--- src/pkg/adcp_defs.svh ---
// Field positions, reset values, limits and word lengths of the DAC control port
`ifndef ADCP_DEFS_SVH
`define ADCP_DEFS_SVH
// Mode control register field positions
`define ADCP_B_ATT_N    7
`define ADCP_B_DUAL_N   6
`define ADCP_B_SIL_N    5
`define ADCP_B_EMPH     4
`define ADCP_B_FULL     3
`define ADCP_B_UP       2
`define ADCP_B_DOWN     1
`define ADCP_B_RSVD     0
// Reset value: no attenuation, normal speed, no mute, no emphasis
`define ADCP_MODE_RST   8'hE0
// Synchroniser reset: pins 2 and 1 at their idle high level, so no false edge follows reset
`define ADCP_PIN_RST    6'h03
// Fade counter limits
`define ADCP_FADE_MAX   7'h78
`define ADCP_FADE_ATT   7'h1E
`define ADCP_FADE_MIN   7'h00
// Word lengths per format code
`define ADCP_LEN_I2S    5'h14
`define ADCP_LEN_16     5'h10
`define ADCP_LEN_18     5'h12
`define ADCP_LEN_20     5'h14
`endif

--- src/pkg/adcp_pkg.sv ---
// Types of the DAC control port
`default_nettype none
package adcp_pkg;
   // Control method selected by the select pin and application pin 3
   typedef enum logic [2:0] {
      ADCP_ST_STATIC = 3'b001,
      ADCP_ST_SERIAL = 3'b010,
      ADCP_ST_IDLE   = 3'b100
   } adcp_mode_e;
   typedef logic [6:0] adcp_fade_t;
endpackage
`default_nettype wire

--- src/hdl/adcp_top.sv ---
// Control front end of a stereo audio DAC: format pins, static pins, serial mode port
`timescale 1ns/1ns
`default_nettype none
`include "adcp_defs.svh"

// Function
// - Format pins: 00 two-channel bus, 01/10/11 right-justified 16/18/20 bits.
// - Two-channel bus up to 20 bits; right-justified length from format pins.
// - Left and right words share one data line, one after the other.
// - Select high, pin 3 low: serial port; select low: four static pins.
// - Static pin 0 low attenuates 12 dB, high full scale, only unmuted.
// - Static pin 1 low double speed, high normal speed.
// - Static pin 2 low ramps to mute, high follows attenuation.
// - Static pin 3 high enables emphasis filter, low disables it.
// - Serial mode: 8-bit register, pin 0 data, pin 1 clock, pin 2 strobe.
// - Data sampled on rising shift clock, most significant bit first.
// - Strobe rising with shift clock high loads the upper seven bits into register; bit 0 is cleared.
// - More than eight bits shifted: only the last eight are kept.
// - Strobe rising with shift clock low discards the command.
// - Repeated strobe pulses re-execute last command; clock stays high.
// - Bits: att, speed, mute active low; emph, full, up, down high.
// - Counter 0..120; full presets 120, mute 0, attenuate 30 if above.
// - Each step-up or step-down write moves the counter by one, holding at 120 and at 0.
// - Mute wins over attenuation.
// - Level and emphasis changes apply only at sample word boundaries.
module adcp_top
   import adcp_pkg::*;
(
   // Clock and reset
   input  wire logic        clk,
   input  wire logic        rstn,
   // Format and method pins
   input  wire logic        format_select_hi,
   input  wire logic        format_select_lo,
   input  wire logic        interface_select,
   // Application pins
   input  wire logic        ctrl_pin_0,
   input  wire logic        ctrl_pin_1,
   input  wire logic        ctrl_pin_2,
   input  wire logic        ctrl_pin_3,
   // Word boundary pulse from the audio receiver, same clock
   input  wire logic        word_boundary,
   // Format results
   output logic             right_justified,
   output logic [4:0]       word_bits,
   // Level and filter controls
   output logic             dual_rate,
   output logic             emphasis_filter_on,
   output logic [6:0]       fade_count,
   output logic             serial_active,
   output logic [7:0]       playback_mode_control
);

   // Two-stage synchronisers for the six pins, plus an edge history stage
   logic [5:0] meta_q;
   logic [5:0] sync_q;
   logic [5:0] old_q;
   logic [5:0] pins;
   assign pins = {format_select_hi, format_select_lo, interface_select,
                  ctrl_pin_3, ctrl_pin_2, ctrl_pin_1};
   logic       d0_meta_q;
   logic       d0_sync_q;

   // Pins are asynchronous to clk; only the second stage is read
   // Reset to the idle pin levels so the edge detectors see no false edge
   always_ff @(posedge clk or negedge rstn) begin
      if (!rstn) begin
         meta_q    <= `ADCP_PIN_RST;
         sync_q    <= `ADCP_PIN_RST;
         old_q     <= `ADCP_PIN_RST;
         d0_meta_q <= 1'b1;
         d0_sync_q <= 1'b1;
      end else begin
         meta_q    <= pins;
         sync_q    <= meta_q;
         old_q     <= sync_q;
         d0_meta_q <= ctrl_pin_0;
         d0_sync_q <= d0_meta_q;
      end
   end

   logic fs_hi, fs_lo, sel, p3, p2, p1, p1_rise, p2_rise;
   assign fs_hi   = sync_q[5];
   assign fs_lo   = sync_q[4];
   assign sel     = sync_q[3];
   assign p3      = sync_q[2];
   assign p2      = sync_q[1];
   assign p1      = sync_q[0];
   assign p1_rise = sync_q[0] & ~old_q[0];
   assign p2_rise = sync_q[1] & ~old_q[1];

   // Control method state
   adcp_mode_e st_q, st_d;
   always_comb begin
      case ({sel, p3})
         2'b00, 2'b01: st_d = ADCP_ST_STATIC;
         2'b10:        st_d = ADCP_ST_SERIAL;
         default:      st_d = ADCP_ST_IDLE;
      endcase
   end

   always_ff @(posedge clk or negedge rstn) begin
      if (!rstn) begin
         st_q <= ADCP_ST_STATIC;
      end else begin
         st_q <= st_d;
      end
   end

   // Format decode; the bus format is accepted at the full 20 bits
   logic       rj_q, rj_d;
   logic [4:0] len_q, len_d;
   always_comb begin
      rj_d = fs_hi | fs_lo;
      case ({fs_hi, fs_lo})
         2'b00:   len_d = `ADCP_LEN_I2S;
         2'b01:   len_d = `ADCP_LEN_16;
         2'b10:   len_d = `ADCP_LEN_18;
         default: len_d = `ADCP_LEN_20;
      endcase
   end

   always_ff @(posedge clk or negedge rstn) begin
      if (!rstn) begin
         rj_q  <= 1'b0;
         len_q <= `ADCP_LEN_I2S;
      end else begin
         rj_q  <= rj_d;
         len_q <= len_d;
      end
   end

   // Serial write port: shifter, register and pending command flag
   logic [7:0] sh_q, sh_d;
   logic [7:0] mode_q, mode_d;
   logic       pend_q, pend_d;
   logic       load;
   assign load = (st_q == ADCP_ST_SERIAL) && p2_rise && p1;

   // A strobe rising with the clock low falls through and changes nothing
   always_comb begin
      sh_d   = sh_q;
      mode_d = mode_q;
      pend_d = pend_q;
      if (st_q == ADCP_ST_SERIAL && !p2 && p1_rise) begin
         sh_d = {sh_q[6:0], d0_sync_q};
      end
      if (load) begin
         mode_d = {sh_q[7:1], 1'b0};
         pend_d = 1'b1;
      end else if (word_boundary) begin
         pend_d = 1'b0;
      end
   end

   always_ff @(posedge clk or negedge rstn) begin
      if (!rstn) begin
         sh_q   <= 8'h00;
         mode_q <= `ADCP_MODE_RST;
         pend_q <= 1'b0;
      end else begin
         sh_q   <= sh_d;
         mode_q <= mode_d;
         pend_q <= pend_d;
      end
   end

   // Level, speed and emphasis control
   adcp_fade_t fade_q, fade_d;
   logic       emph_q, emph_d;
   logic       dual_q, dual_d;
   adcp_fade_t tgt;
   always_comb begin
      fade_d = fade_q;
      emph_d = emph_q;
      dual_d = dual_q;
      tgt    = `ADCP_FADE_MAX;
      if (st_q == ADCP_ST_STATIC) begin
         dual_d = ~p1;
         if (!p2) begin
            tgt = `ADCP_FADE_MIN;
         end else if (!d0_sync_q) begin
            tgt = `ADCP_FADE_ATT;
         end
         // Static levels ramp one count per word to give a soft change
         if (word_boundary) begin
            emph_d = p3;
            if (fade_q < tgt) begin
               fade_d = fade_q + 7'h01;
            end else if (fade_q > tgt) begin
               fade_d = fade_q - 7'h01;
            end
         end
      end else if (st_q == ADCP_ST_SERIAL) begin
         dual_d = ~mode_q[`ADCP_B_DUAL_N];
         if (word_boundary && pend_q) begin
            emph_d = mode_q[`ADCP_B_EMPH];
            if (!mode_q[`ADCP_B_SIL_N]) begin
               fade_d = `ADCP_FADE_MIN;
            end else if (mode_q[`ADCP_B_FULL]) begin
               fade_d = `ADCP_FADE_MAX;
            end else if (!mode_q[`ADCP_B_ATT_N]) begin
               if (fade_q > `ADCP_FADE_ATT) begin
                  fade_d = `ADCP_FADE_ATT;
               end
            end else if (mode_q[`ADCP_B_UP] && fade_q < `ADCP_FADE_MAX) begin
               fade_d = fade_q + 7'h01;
            end else if (mode_q[`ADCP_B_DOWN] && fade_q > `ADCP_FADE_MIN) begin
               fade_d = fade_q - 7'h01;
            end
         end
      end
   end

   always_ff @(posedge clk or negedge rstn) begin
      if (!rstn) begin
         fade_q <= `ADCP_FADE_MAX;
         emph_q <= 1'b0;
         dual_q <= 1'b0;
      end else begin
         fade_q <= fade_d;
         emph_q <= emph_d;
         dual_q <= dual_d;
      end
   end

   // Outputs straight from flip-flops; serial_active is decoded from the state register
   assign right_justified       = rj_q;
   assign word_bits             = len_q;
   assign dual_rate             = dual_q;
   assign emphasis_filter_on    = emph_q;
   assign fade_count            = fade_q;
   assign serial_active         = (st_q == ADCP_ST_SERIAL);
   assign playback_mode_control = mode_q;

   // Checks
   property p_fmt_len;
      @(posedge clk) disable iff (!rstn)
      ({fs_hi, fs_lo} == 2'b01) |=> (word_bits == 5'h10) && right_justified;
   endproperty
   a_fmt_len: assert property (p_fmt_len) else $error("format length wrong");

   property p_mode_sel;
      @(posedge clk) disable iff (!rstn)
      (sel && !p3) |=> serial_active;
   endproperty
   a_mode_sel: assert property (p_mode_sel) else $error("serial mode not taken");

   property p_load;
      @(posedge clk) disable iff (!rstn)
      load |=> playback_mode_control == {$past(sh_q[7:1]), 1'b0};
   endproperty
   a_load: assert property (p_load) else $error("register load wrong");

   property p_discard;
      @(posedge clk) disable iff (!rstn)
      (p2_rise && !p1) |=> $stable(playback_mode_control);
   endproperty
   a_discard: assert property (p_discard) else $error("command not discarded");

   property p_shift;
      @(posedge clk) disable iff (!rstn)
      (serial_active && !p2 && p1_rise) |=> sh_q == {$past(sh_q[6:0]), $past(d0_sync_q)};
   endproperty
   a_shift: assert property (p_shift) else $error("shift wrong");

   property p_rsvd;
      @(posedge clk) disable iff (!rstn)
      playback_mode_control[`ADCP_B_RSVD] == 1'b0;
   endproperty
   a_rsvd: assert property (p_rsvd) else $error("reserved bit stored");

   property p_range;
      @(posedge clk) disable iff (!rstn)
      fade_count <= 7'h78;
   endproperty
   a_range: assert property (p_range) else $error("fade out of range");

   property p_boundary;
      @(posedge clk) disable iff (!rstn)
      !$past(word_boundary) |-> $stable(fade_count) && $stable(emphasis_filter_on);
   endproperty
   a_boundary: assert property (p_boundary) else $error("change off boundary");

   property p_mute;
      @(posedge clk) disable iff (!rstn)
      (serial_active && word_boundary && pend_q && !mode_q[`ADCP_B_SIL_N])
         |=> fade_count == 7'h00;
   endproperty
   a_mute: assert property (p_mute) else $error("mute not applied");

   property p_speed;
      @(posedge clk) disable iff (!rstn)
      (st_q == ADCP_ST_STATIC) |=> dual_rate == !$past(p1);
   endproperty
   a_speed: assert property (p_speed) else $error("static speed wrong");

   property p_c_load;
      @(posedge clk) disable iff (!rstn) load ##[1:200] load;
   endproperty
   c_load: cover property (p_c_load);
   property p_c_mute;
      @(posedge clk) disable iff (!rstn) fade_count == 7'h00;
   endproperty
   c_mute: cover property (p_c_mute);
   property p_c_att;
      @(posedge clk) disable iff (!rstn) fade_count == 7'h1E;
   endproperty
   c_att: cover property (p_c_att);
endmodule
`default_nettype wire

--- config.mk ---
export PLATFORM = sky130hd
export DESIGN_NAME = adcp_top
export DESIGN_NICKNAME = d
export VERILOG_FILES = /design/src/pkg/adcp_pkg.sv /design/src/hdl/adcp_top.sv
export VERILOG_INCLUDE_DIRS = /design/src /design/src/pkg
export SDC_FILE = /design/constraint.sdc
export NUM_CORES = 1
export LEC_CHECK = 0
export BUFFER_PORTS_ARGS = -buffer_cell sky130_fd_sc_hd__buf_2
export CAP_MARGIN = 25
export CORE_MARGIN = 2
export CORE_UTILIZATION = 64
export CTS_BUF_LIST = sky130_fd_sc_hd__clkbuf_2
export DETAILED_ROUTE_END_ITERATION = 10
export PLACE_DENSITY = 0.88
export SLEW_MARGIN = 10
export SYNTH_ARGS = -nofsm -noshare
export SYNTH_HDL_FRONTEND = slang
export SYNTH_SLANG_ARGS = --single-unit
--- constraint.sdc ---
create_clock -name clk -period 5.2 [get_ports clk]
set_input_delay 0.52 -clock clk [delete_from_list [all_inputs] [get_ports clk]]
set_output_delay 0.52 -clock clk [all_outputs]
set_load 0.01 [all_outputs]
==> flow_summary.ini <==
[clock_network]
cts_tree = built
cts-htree-levels = 2
clockRootBuffer = sky130_fd_sc_hd__clkbuf_2
tritoncts_num_sinks = 47
cts_made_buffers = 5
hold_buffers = 0
clk-insertion-delay-late_ns = 0.42
cts_post_setup_buffers_inserted = 0
post_cts_resized = 0
clkTransAtPathRegs_ns = 0.23
cts-root-to-sink-buffers = 2

[route]
route.detailed.vias_per_inst = 6.189
ant_nets = 0
finalWirelength_um = 5088
drt-wirelength-per-cell_um = 16.85
number_of_remaining_drc_errors = 0
drt_iter0_markers = 165
first_pass_iters = 4
routed-via-count = 1869

[worst_setup_path]
worst_path_fanout_max = 8
crit_path_start = sync_q[1]
crit_type = reg -> reg
critical_path.endpoint_type = register
r2r-end = fade_count[3]
critPathCapture = fade_count[3]
cp-start-kind = register
worst_r2r_startpoint = sync_q[1]
worst-r2r-cell-count = 8
ff2ff_setup_slack_ns = 2.33
cp_slowest_stage_delay_ns = 0.63
timing.critical_path.slowest_stage_cell = sky130_fd_sc_hd__dfstp_2
cp_data_arrival_time_ns = 3.26
critPathRequiredTime_ns = 5.59
worstPathCellList = nand2_1 > ha_1 > a21oi_1 > o21ai_0 > nor2_1 > mux2_2 > or4_1 > o211a_1

[synthesis]
post-synth-top-area-cell = sky130_fd_sc_hd__dfrtp_1
ys_warn_count = 0
fraction_of_registers_with_async_set_or_reset_after_synthesis_pct = 100.0
synth_largest_type_area_fraction_pct = 30.67
area_fraction_in_compound_gates_after_synthesis_pct = 13.50
synth_ff_type = sky130_fd_sc_hd__dfrtp_1
synth.top_cells.by_area = sky130_fd_sc_hd__dfrtp_1, sky130_fd_sc_hd__dfstp_2, sky130_fd_sc_hd__mux2_2, sky130_fd_sc_hd__ha_1, sky130_fd_sc_hd__inv_1
post_synth_num_cell_types = 59
synth.avg_cell_area_um2 = 10.88
synthesis.area_um2 = 2447
synthesis.instances = 225
synth.mux.area_fraction_pct = 9.151
synth_top_family_by_area = simple AND/OR/NAND/NOR gates
synthSimpleGateAreaFrac_pct = 17.38
yosys_register_bits = 47
synth_xor_area_share_pct = 0
synth_seq_area_share_pct = 48.93
synth_enable_flop_cells = 0
synth_fa_ha_area_share_pct = 5.624

[grt]
pin_count_of_the_biggest_net_entering_global_routing = 48
grt.busiest_layer = met2
grt_first_pass_wirelength_um = 8293
grt-ovfl-total = 0
grtUsageMet3_pct = 6.474
overall_track_demand_over_capacity_in_global_routing_pct = 25.66
global_route.usage.met1_pct = 33.52
first_global_vias = 1774
global_routing_met2_resource_utilization_pct = 39.27
antenna_found_initial = 0

[place]
gp_routability_congestion = 0.9861
dp.final_hpwl_um = 3504
port-buffer-count = 29

[final_layout]
antenna-diode-count = 0
flow.area_growth_from_synthesis_pct = 10.02
drive_gt1_share_pct = 31.50
fillers = 266
post_layout_nets = 274
layout_common_cells = sky130_fd_sc_hd__dfrtp_1, sky130_fd_sc_hd__buf_2, sky130_fd_sc_hd__mux2_2
mostFrequentLayoutCell = sky130_fd_sc_hd__dfrtp_1

[sta]
period_minus_slack_ns = 2.866
fin_tns_setup_ns = 0
max-slew-margin-rel_pct = 52.10
setup_viol = 0
finClkSkew_ns = 0.01446
timing_worst_slew_pin_value_ns = 0.7169
unrepaired_setup_endpoints_after_global_routing = no
period_share_pct = 55.11
final_hold_violation_count = 0
timing.fmax_ghz = 0.3489
fin_worst_hold_slack_ns = 0.1675
slew_viol_final = 0

[run_status]
result_of_the_run = finished, final reports clean

[pwr]
power.switching_fraction_pct = 33.42
comb_power_share_pct = 24.9
cellPowerDensity_nw_per_um2 = 326.0
p_sw_uw = 293.4
total_internal_power_uw = 584.4
total_leakage_power_uw = 0.001233
power.ir.vdd_worst_mv = 0.2050
clock_power_share_pct = 22.9
seq_power_share_pct = 52.3

[die]
dieArea_um2 = 4335
initial_core_util_pct = 66.85
std_cell_rows = 22
core-area_um2 = 3661
num_io_pins = 34
die_y_um = 65.84
die_width_um = 65.84

[worst_hold_path]
hp-class = in -> reg

[run]
maxCapViolCount = 0
-- worst min-delay path by stage --
stage               start   endpoint  slack [ns]  cells past startpoint
6_report       ctrl_pin_2  meta_q[1]        0.17                      1
5_1_grt        ctrl_pin_2  meta_q[1]        0.10                      1
4_1_cts        ctrl_pin_2  meta_q[1]        0.13                      1
3_5_place_dp    meta_q[3]  sync_q[3]        0.33                      0
3_3_place_gp    meta_q[3]  sync_q[3]        0.33                      0
2_1_floorplan        rstn  dual_rate        0.22                      0
-- synth_stat cells (2+ instances only) --
cell,n
sky130_fd_sc_hd__dfrtp_1,30
sky130_fd_sc_hd__mux2_2,19
sky130_fd_sc_hd__dfstp_2,17
sky130_fd_sc_hd__inv_1,15
sky130_fd_sc_hd__nand2_1,12
sky130_fd_sc_hd__ha_1,11
sky130_fd_sc_hd__nor2_1,11
sky130_fd_sc_hd__o21ai_0,9
sky130_fd_sc_hd__nand3_1,8
sky130_fd_sc_hd__nor3_1,7
sky130_fd_sc_hd__a21oi_1,6
sky130_fd_sc_hd__a31oi_1,5
sky130_fd_sc_hd__clkbuf_1,5
sky130_fd_sc_hd__or3_1,5
sky130_fd_sc_hd__buf_4,4
sky130_fd_sc_hd__nand4_1,4
sky130_fd_sc_hd__a21o_1,3
sky130_fd_sc_hd__nand2b_1,3
sky130_fd_sc_hd__nor4_1,3
sky130_fd_sc_hd__a22oi_1,2
sky130_fd_sc_hd__and3_1,2
sky130_fd_sc_hd__conb_1,2
sky130_fd_sc_hd__nand4_4,2
sky130_fd_sc_hd__nor2b_1,2
sky130_fd_sc_hd__nor3b_1,2
sky130_fd_sc_hd__o221ai_1,2
sky130_fd_sc_hd__o22ai_1,2
-- routing by layer --
| metal | wire [um] | part of all wire [%] | vias to the layer above |
|---|---|---|---|
| met4 | 128 | 2.5 | 0 |
| li1 | - | - | 873 |
| met2 | 2470 | 49 | 81 |
| met5 | 0 | 0 | - |
| met1 | 2165 | 43 | 899 |
| met3 | 323 | 6.3 | 16 |
-- per-stage QoR --
step | total power [uW] | worst slack (ns) | instances | util [%] | area [um2]
finish | 877.8 | 2.334 | 302 | 73.55 | 2693
global placement | 666.9 | 2.469 | 292 | 70.78 | 2591
global route | 930.5 | 2.115 | 302 | 73.55 | 2693
detailed placement | 677.7 | 2.369 | 292 | 70.78 | 2591
CTS | 880.2 | 2.351 | 300 | 72.73 | 2663
floorplan | 608.2 | 2.632 | 227 | - | 2455
-- layout make-up --
class / instances / area, um2 / area share (%)
Tap cell: 48 / 60.06 / 2.230
Clock buffer: 5 / 25.02 / 0.9294
Multi-Input combinational cell: 153 / 1132 / 42.05
Timing Repair Buffer: 31 / 175.2 / 6.506
Sequential cell: 47 / 1197 / 44.47
Inverter: 15 / 56.30 / 2.091
Clock inverter: 3 / 46.29 / 1.719
-- cell families (layout without fill, tap and decap cells) --
| kind of cell | count (synthesis) | in the layout |
|---|---|---|
| AND/OR/NAND/NOR | 71 | 71 |
| AO/OA/AOI/OAI | 47 | 47 |
| flip-flops | 47 | 47 |
| buffers and inverters | 27 | 54 |
| multiplexers | 20 | 20 |
| adder cells (fa/ha/maj) | 11 | 11 |
| other | 2 | 4 |
-- worst max-delay path: cells and delay by family, from the launching register on --
kind	cells	cell delay, ns
AND/OR/NAND/NOR	3	1.03
flip-flops	1	0.63
AO/OA/AOI/OAI	3	0.44
multiplexers	1	0.41
adder cells (fa/ha/maj)	1	0.31
-- power by group through the flow --
stage / Clock (uW) / Sequential, uW / Combinational, uW
2_1_floorplan: 0 / 441 / 168
3_3_place_gp: 0 / 461 / 205
3_5_place_dp: 0 / 464 / 214
4_1_cts: 207 / 458 / 215
5_1_grt: 221 / 465 / 244
6_report: 201 / 459 / 218
-- flip-flops by register name, summed over array words and instances (netlist names) --
| signal | flops |
|---|---|
| d0_meta_q | 1 |
| d0_sync_q | 1 |
| dual_rate | 1 |
| emphasis_filter_on | 1 |
| fade_count | 7 |
| meta_q | 6 |
| old_q | 2 |
| pend_q | 1 |
| playback_mode_control | 7 |
| right_justified | 1 |
| sh_q | 8 |
| st_q | 3 |
| sync_q | 6 |
| word_bits | 2 |
No activity file was read; power rests on OpenSTA's default activity.
